`src/bstl_pkg.sv`:
```
// Constants shared by the stream link host controller
package bstl_pkg;
    localparam int unsigned CLK_MHZ       = 100;
    localparam int unsigned TICK_MAX_NS   = 500;
    localparam int unsigned TICK_MAX_CYC  = (TICK_MAX_NS * CLK_MHZ) / 1000;
    localparam int unsigned STREAMS       = 32;
    localparam int unsigned KW            = 3;
    localparam logic        DIR_FORWARD   = 1'b1;
    localparam logic        DIR_REVERSE   = 1'b0;
    localparam logic        IDLE_LEVEL    = 1'b1;
    typedef enum logic [1:0] {BSTL_IDLE, BSTL_ALIGN, BSTL_RUN} bstl_state_t;
endpackage

```
`src/bstl_host.sv`:
```
// Host controller: drives a stream input module (acquisition side)
module bstl_host #(
    parameter int unsigned STREAMS      = bstl_pkg::STREAMS,
    parameter int unsigned CLK_DIV      = 6,
    parameter int unsigned TICK_CYCLES  = 4,
    parameter bit          REV_FITTED   = 1'b1
) (
    input  wire logic                 clk,
    input  wire logic                 sys_rst,
    input  wire logic                 user_tick,
    input  wire logic                 user_enable,
    input  wire logic                 user_reverse_req,
    input  wire logic [bstl_pkg::KW-1:0] user_k,
    input  wire logic [STREAMS-1:0]   user_data,
    output logic                      user_data_ready,
    output logic                      user_ack_tick,
    output logic                      input_clock,
    output logic                      second_tick,
    output logic [STREAMS-1:0]        input_stream,
    output logic                      input_valid,
    output logic                      input_direction_ctrl,
    output logic                      input_spare_a_out,
    output logic                      input_spare_a_oe_n,
    input  wire logic                 input_spare_a_in,
    output logic                      input_spare_b_out,
    output logic                      input_spare_b_oe_n,
    input  wire logic                 input_spare_b_in,
    output logic                      pattern_gen_control,
    output logic                      record_time_tick,
    output logic                      reverse_active
);
    localparam int unsigned DW = $clog2(CLK_DIV) + 1;
    localparam int unsigned TW = $clog2(TICK_CYCLES * CLK_DIV + 1) + 1;
    logic [DW-1:0] div_cnt;
    logic          clk_fall;
    logic          clk_rise;
    logic [TW-1:0] tick_cnt;
    logic [7:0]    samp_cnt;
    logic [7:0]    samp_mask;
    logic          sample_slot;
    logic          first_post_tick_sample;
    logic          tick_req;
    logic          a_s1, a_s2, b_s1, b_s2;
    logic          b_prev;
    logic          spare_rev;
    bstl_pkg::bstl_state_t state;
    bstl_pkg::bstl_state_t next_state;

    // Link clock divider, changes on falling edge half
    assign clk_rise = (div_cnt == DW'(CLK_DIV - 1));
    assign clk_fall = (div_cnt == DW'(CLK_DIV / 2 - 1));
    always_ff @(posedge clk or posedge sys_rst) begin
        if (sys_rst) begin
            div_cnt     <= '0;
            input_clock <= 1'b0;
        end else begin
            div_cnt <= clk_rise ? '0 : div_cnt + DW'(1);
            if (clk_rise)
                input_clock <= 1'b1;
            else if (clk_fall)
                input_clock <= 1'b0;
        end
    end

    // Tick pulse width held between one link cycle and the limit
    // Request is latched; a second request before issue merges with it
    always_ff @(posedge clk or posedge sys_rst) begin
        if (sys_rst) begin
            tick_req    <= 1'b0;
            tick_cnt    <= '0;
            second_tick <= 1'b0;
        end else begin
            if (user_tick && user_enable)
                tick_req <= 1'b1;
            if (clk_fall && tick_req && tick_cnt == '0) begin
                second_tick <= 1'b1;
                tick_cnt    <= TW'(TICK_CYCLES * CLK_DIV);
                tick_req    <= 1'b0;
            end else if (tick_cnt != '0) begin
                tick_cnt <= tick_cnt - TW'(1);
                if (tick_cnt == TW'(1))
                    second_tick <= 1'b0;
            end
        end
    end

    // Sample slots: first one link cycle after the tick rise for every k,
    // then every 2^k link cycles counted from that first slot
    assign first_post_tick_sample = clk_fall && second_tick
                                    && (tick_cnt > TW'((TICK_CYCLES - 1) * CLK_DIV));
    assign samp_mask   = 8'((16'h0001 << user_k) - 16'h0001);
    assign sample_slot = first_post_tick_sample
                         || (clk_fall && ((samp_cnt & samp_mask) == 8'h00));
    always_comb begin
        next_state = state;
        case (state)
            bstl_pkg::BSTL_IDLE:  if (user_enable) next_state = bstl_pkg::BSTL_ALIGN;
            bstl_pkg::BSTL_ALIGN: if (second_tick && clk_fall) next_state = bstl_pkg::BSTL_RUN;
            bstl_pkg::BSTL_RUN:   if (!user_enable) next_state = bstl_pkg::BSTL_IDLE;
            default:              next_state = bstl_pkg::BSTL_IDLE;
        endcase
    end
    always_ff @(posedge clk or posedge sys_rst) begin
        if (sys_rst) begin
            state        <= bstl_pkg::BSTL_IDLE;
            samp_cnt     <= '0;
            input_stream <= '0;
            input_valid  <= 1'b0;
        end else begin
            state <= next_state;
            if (first_post_tick_sample)
                samp_cnt <= 8'h01;
            else if (clk_fall)
                samp_cnt <= samp_cnt + 8'h01;
            if (sample_slot && state != bstl_pkg::BSTL_IDLE)
                input_stream <= user_data;
            input_valid <= (state == bstl_pkg::BSTL_RUN);
        end
    end
    assign user_data_ready = sample_slot && state != bstl_pkg::BSTL_IDLE;
    assign user_ack_tick   = tick_req;

    // Direction control and spare lines
    assign spare_rev = REV_FITTED && user_reverse_req;
    always_ff @(posedge clk or posedge sys_rst) begin
        if (sys_rst) begin
            input_direction_ctrl <= bstl_pkg::DIR_FORWARD;
            reverse_active       <= 1'b0;
        end else begin
            input_direction_ctrl <= spare_rev ? bstl_pkg::DIR_REVERSE
                                              : bstl_pkg::DIR_FORWARD;
            reverse_active       <= !input_direction_ctrl;
        end
    end
    // Spares driven only while forward; released when reversed
    assign input_spare_a_oe_n = reverse_active || !input_direction_ctrl;
    assign input_spare_b_oe_n = reverse_active || !input_direction_ctrl;
    assign input_spare_a_out  = bstl_pkg::IDLE_LEVEL;
    assign input_spare_b_out  = bstl_pkg::IDLE_LEVEL;

    // Reverse spares cross into clk domain
    // Reset to the pull-up level so no false edge follows reset
    always_ff @(posedge clk or posedge sys_rst) begin
        if (sys_rst) begin
            a_s1 <= bstl_pkg::IDLE_LEVEL;
            a_s2 <= bstl_pkg::IDLE_LEVEL;
            b_s1 <= bstl_pkg::IDLE_LEVEL;
            b_s2 <= bstl_pkg::IDLE_LEVEL;
            b_prev <= bstl_pkg::IDLE_LEVEL;
            pattern_gen_control <= 1'b0;
            record_time_tick    <= 1'b0;
        end else begin
            a_s1 <= input_spare_a_in;
            a_s2 <= a_s1;
            b_s1 <= input_spare_b_in;
            b_s2 <= b_s1;
            b_prev <= b_s2;
            pattern_gen_control <= reverse_active && a_s2;
            record_time_tick    <= reverse_active && b_s2 && !b_prev;
        end
    end

    // Checks on the host side of the link
    chk_dir_default: assert property (@(posedge clk) disable iff (sys_rst)
        !spare_rev |=> input_direction_ctrl)
        else $error("direction not forward");
    chk_spare_release: assert property (@(posedge clk) disable iff (sys_rst)
        !input_direction_ctrl |-> input_spare_a_oe_n && input_spare_b_oe_n)
        else $error("spare driven while reversed");
    chk_fwd_drive: assert property (@(posedge clk) disable iff (sys_rst)
        input_direction_ctrl && $past(input_direction_ctrl) && !reverse_active
        |-> !input_spare_a_oe_n)
        else $error("spare not driven forward");
    chk_tick_width: assert property (@(posedge clk) disable iff (sys_rst)
        $rose(second_tick) |-> second_tick [*6])
        else $error("tick too short");
    chk_tick_max: assert property (@(posedge clk) disable iff (sys_rst)
        $rose(second_tick) |-> ##[1:50] !second_tick)
        else $error("tick too long");
    chk_rev_cmd: assert property (@(posedge clk) disable iff (sys_rst)
        !input_direction_ctrl |-> $past(spare_rev))
        else $error("reverse without command");
    chk_valid_run: assert property (@(posedge clk) disable iff (sys_rst)
        input_valid |-> $past(state) == bstl_pkg::BSTL_RUN)
        else $error("valid outside run");
    chk_rec_tick: assert property (@(posedge clk) disable iff (sys_rst)
        record_time_tick |-> $past(reverse_active))
        else $error("record tick while forward");
    chk_first_post_tick_sample_offset: assert property (@(posedge clk) disable iff (sys_rst)
        $rose(second_tick) |-> ##5 first_post_tick_sample)
        else $error("first sample not one link cycle after tick");
    chk_tick_issue: assert property (@(posedge clk) disable iff (sys_rst)
        user_ack_tick && clk_fall && tick_cnt == TW'(0) |=> $rose(second_tick))
        else $error("pending tick not issued");
    // One released cycle when forward returns, so both ends never drive a spare
    chk_turn_guard: assert property (@(posedge clk) disable iff (sys_rst)
        $rose(input_direction_ctrl) |-> input_spare_a_oe_n && input_spare_b_oe_n)
        else $error("spare driven without guard cycle");
    chk_rev_outputs: assert property (@(posedge clk) disable iff (sys_rst)
        !reverse_active |=> !pattern_gen_control && !record_time_tick)
        else $error("reverse output while forward");
    cov_first_post_tick_sample: cover property (@(posedge clk) first_post_tick_sample);
    cov_tick: cover property (@(posedge clk) $rose(second_tick));
    cov_run: cover property (@(posedge clk) state == bstl_pkg::BSTL_RUN);
    cov_rev: cover property (@(posedge clk) reverse_active);
endmodule

```
`config.mk`:
```
export PLATFORM = sky130hd
export DESIGN_NAME = bstl_host
export DESIGN_NICKNAME = d
export VERILOG_FILES = /design/src/bstl_pkg.sv /design/src/bstl_host.sv
export SDC_FILE = /design/constraint.sdc
export NUM_CORES = 1
export LEC_CHECK = 0
export BUFFER_PORTS_ARGS = -buffer_cell sky130_fd_sc_hd__buf_4
export CAP_MARGIN = 20
export CORE_ASPECT_RATIO = 0.9
export CORE_MARGIN = 2
export CORE_UTILIZATION = 50
export DETAILED_ROUTE_END_ITERATION = 16
export GPL_TIMING_DRIVEN = 0
export PLACE_DENSITY = 0.88
export SLEW_MARGIN = 20
export SYNTH_ARGS = -nofsm -noshare
export SYNTH_HDL_FRONTEND = slang
export SYNTH_SLANG_ARGS = --single-unit
```
`constraint.sdc`:
```
create_clock -name clk -period 2.7 [get_ports clk]
set_input_delay 0.675 -clock clk [delete_from_list [all_inputs] [get_ports clk]]
set_output_delay 0.675 -clock clk [all_outputs]
set_load 0.05 [all_outputs]
```
# Yosys cells after proc, flatten, opt, wreduce, memory -nomap -nowiden

Cells that the tools add are included.

Bits in registers: 65
Output and inout port bits: 45
Logic and storage cells: 76
Input port bits: 42

Equality and inequality tests: 8
Add/subtract/negate cells: 4
Magnitude comparators: 1
Multiplexer cells: 17
Shifts and indexed selects: 1
Bitwise gates (word level): 1
Reduce and logical (&&, ||, !) cells: 26

Operators by type and width:

| operator            | number |
|---|---|
| $mux 8              | 2 |
| $mux 6              | 2 |
| $reduce_bool 2->1   | 6 |
| $logic_and 1x1->1   | 10 |
| $add 8x1->8 const B | 1 |
| $and 8x8->8         | 1 |
| $logic_not 8->1     | 1 |
| $mux 1              | 8 |
| $shl 1x3->8 const A | 1 |
| $sub 8x1->8 const B | 1 |
| $eq 6x1->1 const B  | 1 |
| $gt 6x5->1 const B  | 1 |
| $logic_not 6->1     | 1 |
| $mux 2              | 3 |
| $ne 2x2->1 const B  | 3 |
| $pmux 2 s3          | 1 |
| $reduce_bool 6->1   | 1 |
| $sub 6x1->6 const B | 1 |
| $add 4x1->4 const B | 1 |
| $eq 4x2->1 const B  | 1 |
| $eq 4x3->1 const B  | 1 |
| $mux 4              | 1 |
| $reduce_and 3->1    | 1 |
| $eq 2x1->1 const B  | 1 |
| other kinds (5)     | 7 |

# Depth between registers and ports, before layout

Gate-level depths: netlist of the first run.

Depth after elaboration: 7
Mapped depth: 8
Mapped depth without buffers: 7

# Worst setup path before layout of the first run

Ideal clock, no wire load.

Path type: input to output
Start: input user_k[0] in the netlist's numbering
End: output user_data_ready
Buffers on the path: 1
Arrival time: 1.725 ns
Stages on the path: 5
Data required time: 2.025 ns
Path slack: 0.300 ns
Cells stage by stage: a211oi_1 > nor2_1 > a221o_1 > a21oi_4 > buf_6

Longest elaborated chain between the ends: 7

RTL lines:

| element            | RTL line         | source |
|---|---|---|
| start: declaration | bstl_host.sv:13  | `input wire logic [bstl_pkg::KW-1:0] user_k,` |
| $shl 1x3->8        | bstl_host.sv:91  | `assign samp_mask = 8'((16'h0001 << user_k) - 16'h0001);` |
| $sub 8x1->8        | bstl_host.sv:91  |  |
| $and 8x8->8        | bstl_host.sv:93  | `\|\| (clk_fall && ((samp_cnt & samp_mask) == 8'h00));` |
| $logic_not 8->1    | bstl_host.sv:93  |  |
| $logic_and 1x1->1  | bstl_host.sv:93  |  |
| $logic_or 1x1->1   | bstl_host.sv:93  |  |
| $logic_and 1x1->1  | bstl_host.sv:120 | `assign user_data_ready = sample_slot && state != bstl_pkg::BSTL_IDLE;` |
| end: declaration   | bstl_host.sv:15  | `output logic user_data_ready,` |

Every way passes these cells.

# Final worst setup path of the first run

Same ends and word-level chain as after synthesis.

==> summary.md, run 1 <==
| Metric | Value |
|---|---|
| Cells after synthesis | `205` |
| Leakage dissipation | `1.77 nW` |
| Setup violators final | `0` |
| Io pins | `87` |
| Worst Reg2Reg Path Length in Cells | `9` |
| Reg2reg end | `input_stream[0]` |
| Multiplexer share of the synthesized area | `14.1%` |
| CP bufs+invs | `3` |
| Crit path top cell by count | `buf_6` |
| Status | `finished, final reports clean` |
| Type of the worst min-delay path | `in -> async` |
| Synth Register Bits | `64` |
| CP top delay family | `compound AO/OA/AOI/OAI gates` |
| WP data required | `2030 ps` |
| Highest Clock Rate | `0.383 GHz` |
| N_diodes | `0` |
| Worst reg2reg setup slack | `650 ps` |
| Largest net degree at the start of global routing | `61` |
| Antenna violations before repair | `0` |
| Die area | `5860 um^2` |
| Max-slew violations | `0` |
| Tmin final | `2610 ps` |
| Skew final | `6.69 ps` |
| P per Cell Area | `865 nW/um^2` |
| Die W | `80.5 um` |
| Clock sink total | `64` |
| CORE AREA | `5160 um^2` |
| Clk_lat worst skew | `330 ps` |
| Depth of the CTS H-tree | `3` |
| Setup CP Type | `in -> out` |
| Post-DP HPWL | `3890 um` |
| Most frequent cells in the layout | `95 x buf_4, 58 x dfrtp_1, 32 x mux2_1` |
| # rows | `25` |
| Crit-path cells | `buf_4, a211oi_2, nor2_1, a221o_1, a21oi_4, buf_6, buf_6` |
| Share of layout cells above drive strength 1 | `40.2%` |
| R2r startpoint | `tick_cnt[0]` |
| Cell Area, Synth | `2630 um^2` |
| Synthesis warning total | `0` |
| All-Layer GR Usage | `18.9%` |
| Max stage delay on crit path | `330 ps` |
| Post-Synth Simple-Gate Area | `9.98%` |
| DR iter-0 viols | `95` |
| Peak VDD IR | `0.393 mV` |
| Post-Synth Adder-Cell Area | `1.90%` |
| Final routed DRC violation total | `0` |
| ANT nets after route | `0` |
| RSZ-0062 raised after global routing | `false` |
| Final Power | `3.18 mW` |
| Crit path arrival time | `1940 ps` |
| Initial Util | `51.0%` |
| Vias in the first global route | `1841` |
| Hold_ws | `219 ps` |
| Commonest non-fill, non-tap cell in the layout | `buf_4` |
| Synth unique cells | `37` |
| XOR/XNOR Fraction of Synth Area | `2.00%` |
| Reg clk slew, reported paths | `70 ps` |
| Final period utilization | `96.7%` |
| Final RePlAce weighted congestion | `0.871` |
| TNS Setup | `0 ps` |
| Final hold vios | `0` |
| TritonCTS clock tree | `done` |
| Total grt overflow | `0` |
| Worst slew pin tran | `576 ps` |
| PortBufs | `84` |
| Sequential fraction of the synthesis area | `61.1%` |
| Area Growth Syn to Fin | `39.8%` |
| Critical-path top delay cell | `a221o_1` |
| Worst-path fanout max | `8` |
| Synth Area in Compound Gates | `7.51%` |
| WL final | `5720 um` |
| Final Non-Filler Cells | `383` |
| Placed cell count | `358` |
| Routed len/inst | `14.9 um` |
| Layout Nets | `357` |
| Via density | `5.09` |
| CTS max path bufs | `2` |
| Drt first pass iters | `4` |
| First-pass GRT wire length | `8270 um` |
| Total number of vias | `1949` |
| Die Height | `72.8 um` |
| CTS Buf Count | `9` |
| Rel. slew slack | `61.3%` |
| CP Launch Type | `primary input` |
| Largest family of logic cells by synthesized area | `multiplexers` |
| Mean Syn Cell Area | `12.8 um^2` |
| Max-Cap Viols | `0` |
| Root Driver | `clkbuf_8` |
| Setup crit end kind | `output port` |
-- registers in the layout, summed over array words and instances (netlist names) --
| signal | count |
|---|---|
| samp_cnt | 7 |
| record_time_tick | 1 |
| a_s1 | 1 |
| input_direction_ctrl | 1 |
| input_valid | 1 |
| div_cnt | 4 |
| input_stream | 32 |
| reverse_active | 1 |
| b_s2 | 1 |
| input_clock | 1 |
| pattern_gen_control | 1 |
| a_s2 | 1 |
| state | 2 |
| b_prev | 1 |
| second_tick | 1 |
| tick_cnt | 6 |
| user_ack_tick | 1 |
| b_s1 | 1 |
-- worst max path at each step --
stage,start,end,slack [ps],depth (start not counted)
after CTS,div_cnt[3],user_data_ready,8,5
final,user_k[0],user_data_ready,90,7
after detailed placement,user_k[0],user_data_ready,-60,7
after global placement,sys_rst,tick_cnt[2],-260,2
after global routing,tick_cnt[0],user_data_ready,9,8
after floorplan,user_k[0],user_data_ready,300,5
-- layout make-up --
class | count | area [um^2]
Inverter | 7 | 28.8
Tap cell | 67 | 83.8
Timing Repair Buffer | 94 | 729
Multi-Input combinational cell | 128 | 950
Clock buffer | 10 | 138
Buffer | 7 | 60.1
Fill cell | 329 | 1480
Sequential cell | 64 | 1610
Clock inverter | 6 | 82.6
-- per-stage QoR --
stage | utilization, % | setup WS (ps) | instance area (um^2)
5_1_grt | 71.3 | 9.02 | 3680
3_5_place_dp | 65.5 | -64.8 | 3380
3_3_place_gp | 64.9 | -256 | 3350
6_report | 71.3 | 88.7 | 3680
4_1_cts | 70.1 | 7.50 | 3620
2_1_floorplan | - | 300 | 2640
-- kinds of logic after synthesis --
kind of cell	count (synthesis)
flops	64
simple gates	52
mux	33
compound gates	31
buf+inv	14
xor+xnor	6
fa+ha+maj	4
other cells	1
-- metal layers --
metal / share of wire, % / vias up / GRT usage, %
met3: 8.0 / 8 / 6.81
met1: 39 / 954 / 22.6
met5: 0 / - / 0
met2: 51 / 66 / 31.4
met4: 1.4 / 0 / 7.34
li1: - / 921 / -
-- synth_stat cells, drive strengths merged --
master | count | area share (%)
nand2b | 3 | 0.71
dfstp | 6 | 6.0
buf | 6 | 2.1
conb | 1 | 0.14
ha | 4 | 1.9
or3 | 1 | 0.24
nor4 | 1 | 0.24
a21boi | 1 | 0.29
a221o | 1 | 0.38
nand3 | 3 | 0.57
mux2i | 1 | 0.38
nand4 | 2 | 0.48
a311oi | 1 | 0.33
nor2 | 14 | 2.0
o22ai | 2 | 0.48
dfrtp | 58 | 55
and3 | 2 | 0.48
nor4b | 1 | 0.90
inv | 7 | 1.0
nor3 | 3 | 0.57
a211oi | 1 | 0.29
clkbuf | 1 | 0.14
nand4b | 1 | 0.33
mux2 | 32 | 14
and2 | 2 | 0.48
a31oi | 2 | 0.48
nand2 | 16 | 2.3
xor2 | 5 | 1.7
o211a | 1 | 0.38
o21ai | 11 | 2.1
xnor2 | 1 | 0.33
a21oi | 8 | 1.9
a21o | 3 | 0.86
nor2b | 3 | 0.71
-- where the power goes --
part	leakage, nW	total (mW)	internal (mW)	switching [mW]
Clock	0.112	0.889	0.540	0.349
Combinational	0.902	1.02	0.356	0.663
Sequential	0.760	1.28	1.14	0.133
-- worst reg2reg max path: stages, from the launching register on --
cell      delay (ps)
dfrtp_1          370
inv_1             90
ha_1             190
nand2b_1         150
a21boi_2         190
o21ai_1          120
a21oi_4          170
buf_4            170
buf_6            160
mux2_1           340
-- what timing repair did --
item,4_1_cts,5_1_grt
hold buffers,0,0
buffers inserted,2,7
resized for setup,2,2
pin swaps,1,1
endpoints found under the setup margin,1,1
Note: power is estimated with default switching activity, not from simulation.
==> inputs of run 2 (changes only) <==
RECOVER_POWER = 25   (was default)
==> summary.md, run 2 (synthesis results as in run 1) <==
| Metric | Value |
|---|---|
| Layout Nets | `357` |
| Vias in the first global route | `1841` |
| Status | `finished, final reports clean` |
| Reg2reg end | `input_stream[0]` |
| Final routed DRC violation total | `0` |
| Setup violators final | `0` |
| Hold_ws | `253 ps` |
| Met1 usage | `22.6%` |
| Worst Reg2Reg Path Length in Cells | `9` |
| Leakage dissipation | `1.76 nW` |
| All-Layer GR Usage | `18.9%` |
| Placed cell count | `358` |
| Max FFs per register | `32` |
| Top flop regs | `input_stream x32, samp_cnt x7, tick_cnt x6` |
| Max-Cap Viols | `0` |
| Met3 Usage GRT | `6.81%` |
| WL final | `5710 um` |
| Worst-path fanout max | `8` |
| Share of layout cells above drive strength 1 | `39.9%` |
| CP Launch Type | `primary input` |
| Type of the worst min-delay path | `in -> async` |
| CORE AREA | `5160 um^2` |
| Gr busiest metal | `met2` |
| Initial Util | `51.0%` |
| CTS Hold Bufs | `0` |
| WP data required | `2030 ps` |
| Depth of the CTS H-tree | `3` |
| ANT nets after route | `0` |
| CTS Buf Count | `9` |
| Clk_lat worst skew | `330 ps` |
| Die Height | `72.8 um` |
| N_diodes | `0` |
| Total grt overflow | `0` |
| Final Power | `3.18 mW` |
| Post-DP HPWL | `3890 um` |
| Area Growth Syn to Fin | `38.9%` |
| Biggest register | `input_stream` |
| Skew final | `6.93 ps` |
| Post-DP Area | `3380 um^2` |
| Die area | `5860 um^2` |
| Commonest non-fill, non-tap cell in the layout | `buf_4` |
| Tmin final | `2610 ps` |
| Setup CP Type | `in -> out` |
| DR iter-0 viols | `79` |
| Root Driver | `clkbuf_8` |
| # rows | `25` |
| Highest Clock Rate | `0.383 GHz` |
| Worst reg2reg setup slack | `650 ps` |
| Worst slew pin tran | `1420 ps` |
| PortBufs | `84` |
| Final RePlAce weighted congestion | `0.871` |
| Final Non-Filler Cells | `383` |
| Met2 Use GR | `31.4%` |
| Antenna violations before repair | `0` |
| First-pass GRT wire length | `8270 um` |
| Reg clk slew, reported paths | `70 ps` |
| Crit path arrival time | `1940 ps` |
| R2r startpoint | `tick_cnt[0]` |
| Final hold vios | `0` |
| TritonCTS clock tree | `done` |
| Via density | `5.11` |
| Post-route cell area | `3660 um^2` |
| Final period utilization | `96.7%` |
| Setup crit end kind | `output port` |
| RSZ-0062 raised after global routing | `false` |
| Io pins | `87` |
| Drt first pass iters | `4` |
| Die W | `80.5 um` |
| Peak VDD IR | `0.388 mV` |
| Total number of vias | `1958` |
| CTS max path bufs | `2` |
| Clock sink total | `64` |
| Rel. slew slack | `5.29%` |
| Max-slew violations | `0` |
| Most frequent cells in the layout | `91 x buf_4, 58 x dfrtp_1, 32 x mux2_1` |
| P per Cell Area | `868 nW/um^2` |
| Routed len/inst | `14.9 um` |
| Largest net degree at the start of global routing | `61` |
[run 2: metal layers]
metal / vias to the layer above / wire length (um)
met5: - / 0
met4: 0 / 78
met3: 8 / 446
met2: 62 / 2950
met1: 967 / 2240
li1: 921 / -
[run 2: worst max path at each step]
| stage | from | endpoint | cells after the start |
|---|---|---|---|
| final | user_k[0] | user_data_ready | 7 |
| after CTS | div_cnt[3] | user_data_ready | 5 |
| after floorplan | user_k[0] | user_data_ready | 5 |
| after global placement | sys_rst | tick_cnt[2] | 2 |
| after detailed placement | user_k[0] | user_data_ready | 7 |
| after global routing | tick_cnt[0] | user_data_ready | 8 |
[run 2: final cells by class]
type,count,area (um^2)
sequential,64,1610
fill,332,1500
multi-input combinational,128,950
timing repair buffer,94,707
clock buffer,10,138
tap,67,83.8
clock inverter,6,82.6
buffer,7,60.1
inverter,7,27.5
[run 2: worst max-delay path, stage by stage]
cell	delay, ps
buf_4	130
a211oi_2	220
nor2_1	80
a221o_1	330
a21oi_4	180
buf_6	150
buf_6	160
[run 2: power breakdown]
part           switching, mW  internal, mW
Combinational          0.661         0.351
Clock                  0.349         0.540
Sequential             0.133          1.14
[run 2: through the flow]
stage / setup slack [ps] / util (%) / TNS, ps
final: 88.6 / 70.9 / 0
after global routing: 9.02 / 70.9 / 0
after CTS: 7.50 / 70.1 / 0
after detailed placement: -64.8 / 65.5 / -64.8
after global placement: -256 / 64.9 / -14820
after floorplan: 300 / - / 0
[run 2: what timing repair did]
| item | in CTS | in global routing |
|---|---|---|
| setup endpoints to repair | 1 | 1 |
| buffers inserted | 2 | 7 |
| gates cloned | 0 | 0 |
| pin swaps | 1 | 1 |
| resized for setup | 2 | 2 |
==> inputs of run 3 (changes only) <==
BUFFER_PORTS_ARGS = default   (was -buffer_cell sky130_fd_sc_hd__buf_4)
CORE_UTILIZATION = 58   (was 50)
DONT_BUFFER_PORTS = 1   (was default)
PLACE_DENSITY = 0.83   (was 0.88)
==> summary.md, run 3 (synthesis results as in run 1) <==
| Metric | Value |
|---|---|
| Worst reg2reg setup slack | `540 ps` |
| Setup crit end kind | `output port` |
| Worst Reg2Reg Path Length in Cells | `9` |
| Hold Path Stages | `0` |
| Routed len/inst | `16.1 um` |
| Final RePlAce weighted congestion | `0.869` |
| Max stage delay on crit path | `370 ps` |
| DR iter-0 viols | `43` |
| Skew final | `5.50 ps` |
| Final routed DRC violation total | `0` |
| Fill count | `326` |
| CP top delay family | `compound AO/OA/AOI/OAI gates` |
| CP bufs+invs | `2` |
| N_diodes | `0` |
| Largest net degree at the start of global routing | `34` |
| Commonest non-fill, non-tap cell in the layout | `dfrtp_1` |
| Worst slew pin tran | `1400 ps` |
| Die W | `75.0 um` |
| Type of the worst min-delay path | `in -> reg` |
| TritonCTS clock tree | `done` |
| Worst-path fanout max | `10` |
| Max-slew violations | `0` |
| Crit path arrival time | `1900 ps` |
| Total grt overflow | `0` |
| Die area | `5090 um^2` |
| Setup violators final | `0` |
| Final Non-Filler Cells | `287` |
| Rel. slew slack | `6.47%` |
| Critical-path top delay cell | `dfrtp_1` |
| Area Growth Syn to Fin | `13.9%` |
| Max-Cap Viols | `0` |
| # rows | `23` |
| Root Driver | `clkbuf_8` |
| WP data required | `2030 ps` |
| Clk_lat worst skew | `340 ps` |
| Tmin final | `2570 ps` |
| WL final | `4630 um` |
| Total number of vias | `1564` |
| Vias in the first global route | `1421` |
| Antenna violations before repair | `0` |
| Layout Nets | `266` |
| Share of layout cells above drive strength 1 | `14.7%` |
| CTS Buf Count | `9` |
| PortBufs | `0` |
| ANT nets after route | `0` |
| CP Launch Type | `flop` |
| Peak VDD IR | `0.452 mV` |
| Leakage dissipation | `1.33 nW` |
| Instance count on the critical path | `7` |
| Initial Util | `59.8%` |
| Final hold vios | `0` |
| CTS max path bufs | `2` |
| Placed cell count | `269` |
| Highest Clock Rate | `0.389 GHz` |
| Reg clk slew, reported paths | `70 ps` |
| Hold_ws | `325 ps` |
| Crit-path cells | `inv_1, ha_1, nand2b_1, a21boi_1, o21ai_1, a21oi_4, buf_12` |
| Die Height | `67.9 um` |
| Most frequent cells in the layout | `58 x dfrtp_1, 32 x mux2_1, 16 x nand2_1` |
| RSZ-0062 raised after global routing | `false` |
| Drt first pass iters | `5` |
| TNS Setup | `0 ps` |
| Top flop regs | `input_stream x32, samp_cnt x7, tick_cnt x6` |
| Final period utilization | `95.2%` |
| Biggest register | `input_stream` |
| Seq. cell area | `1610 um^2` |
| Depth of the CTS H-tree | `3` |
| Setup CP Type | `reg -> out` |
| First-pass GRT wire length | `7100 um` |
| Multi-input logic area | `941 um^2` |
| CTS Hold Bufs | `0` |
| Post-DP HPWL | `3290 um` |
| Status | `finished, final reports clean` |
| Clock sink total | `64` |
| P per Cell Area | `1020 nW/um^2` |
| All-Layer GR Usage | `19.8%` |
| Io pins | `87` |
| Post-layout util | `68.1%` |
| Max FFs per register | `32` |
| Via density | `5.45` |
| CORE AREA | `4400 um^2` |
run 3: cell count changes in the layout (fill, tap and decap cells not counted), moves of 2 or more:
cell,before,now
buf_4,91,5
clkbuf_4,4,0
clkinv_2,3,0
clkinv_4,0,3
buf_6,4,2
run 3: worst paths after layout:
path                               endpoint              from
setup / recovery            user_data_ready       tick_cnt[0]
hold / removal                         a_s1  input_spare_a_in
setup reg to reg           input_stream[18]       tick_cnt[0]
hold reg to reg                        a_s2              a_s1
max in group asynchronous       samp_cnt[1]           sys_rst
min in group asynchronous  input_stream[30]           sys_rst
run 3: worst reg2reg max path, stage by stage, from the launching register on:
cell and delay, ps:
dfrtp_1 370, inv_1 80, ha_1 180, nand2b_1 140, a21boi_1 210, o21ai_1 120, a21oi_4 250, buf_4 190
buf_6 160, mux2_1 340
run 3: metrics by stage:
| step | total power [mW] | instance area [um^2] | setup slack (ps) |
|---|---|---|---|
| after global placement | 2.02 | 2710 | -130 |
| after floorplan | 1.95 | 2640 | 300 |
| after global routing | 3.22 | 3000 | 1.04 |
| after CTS | 3.08 | 3000 | 0.424 |
| final | 3.06 | 3000 | 129 |
| after detailed placement | 2.05 | 2740 | 144 |
run 3: what timing repair did:
item                                    in CTS  in global routing
setup buffers                                1                  1
pin swaps                                    1                  2
endpoints found under the setup margin       1                  1
resized for setup                            1                  2
run 3: cell type report:
class,count,area share (%)
flip-flops and latches,64,53.7
multi-input cells,128,31.4
clock buffers,10,4.59
clock inverters,6,3.88
well taps,62,2.59
plain buffers,7,2.30
inverters,7,0.918
repair buffers,3,0.668
run 3: power breakdown:
group          leakage, nW  internal [mW]  switching (mW)
sequential           0.759           1.13           0.559
combinational        0.447          0.167           0.184
clock                0.127          0.643           0.374
run 3: metal layers:
| metal | GRT usage [%] | up-vias | share of wire, % |
|---|---|---|---|
| li1 | - | 736 | - |
| met1 | 24.5 | 758 | 42 |
| met2 | 28.4 | 61 | 47 |
| met3 | 10.9 | 9 | 9.5 |
| met4 | 8.71 | 0 | 1.3 |
| met5 | 0 | - | 0 |
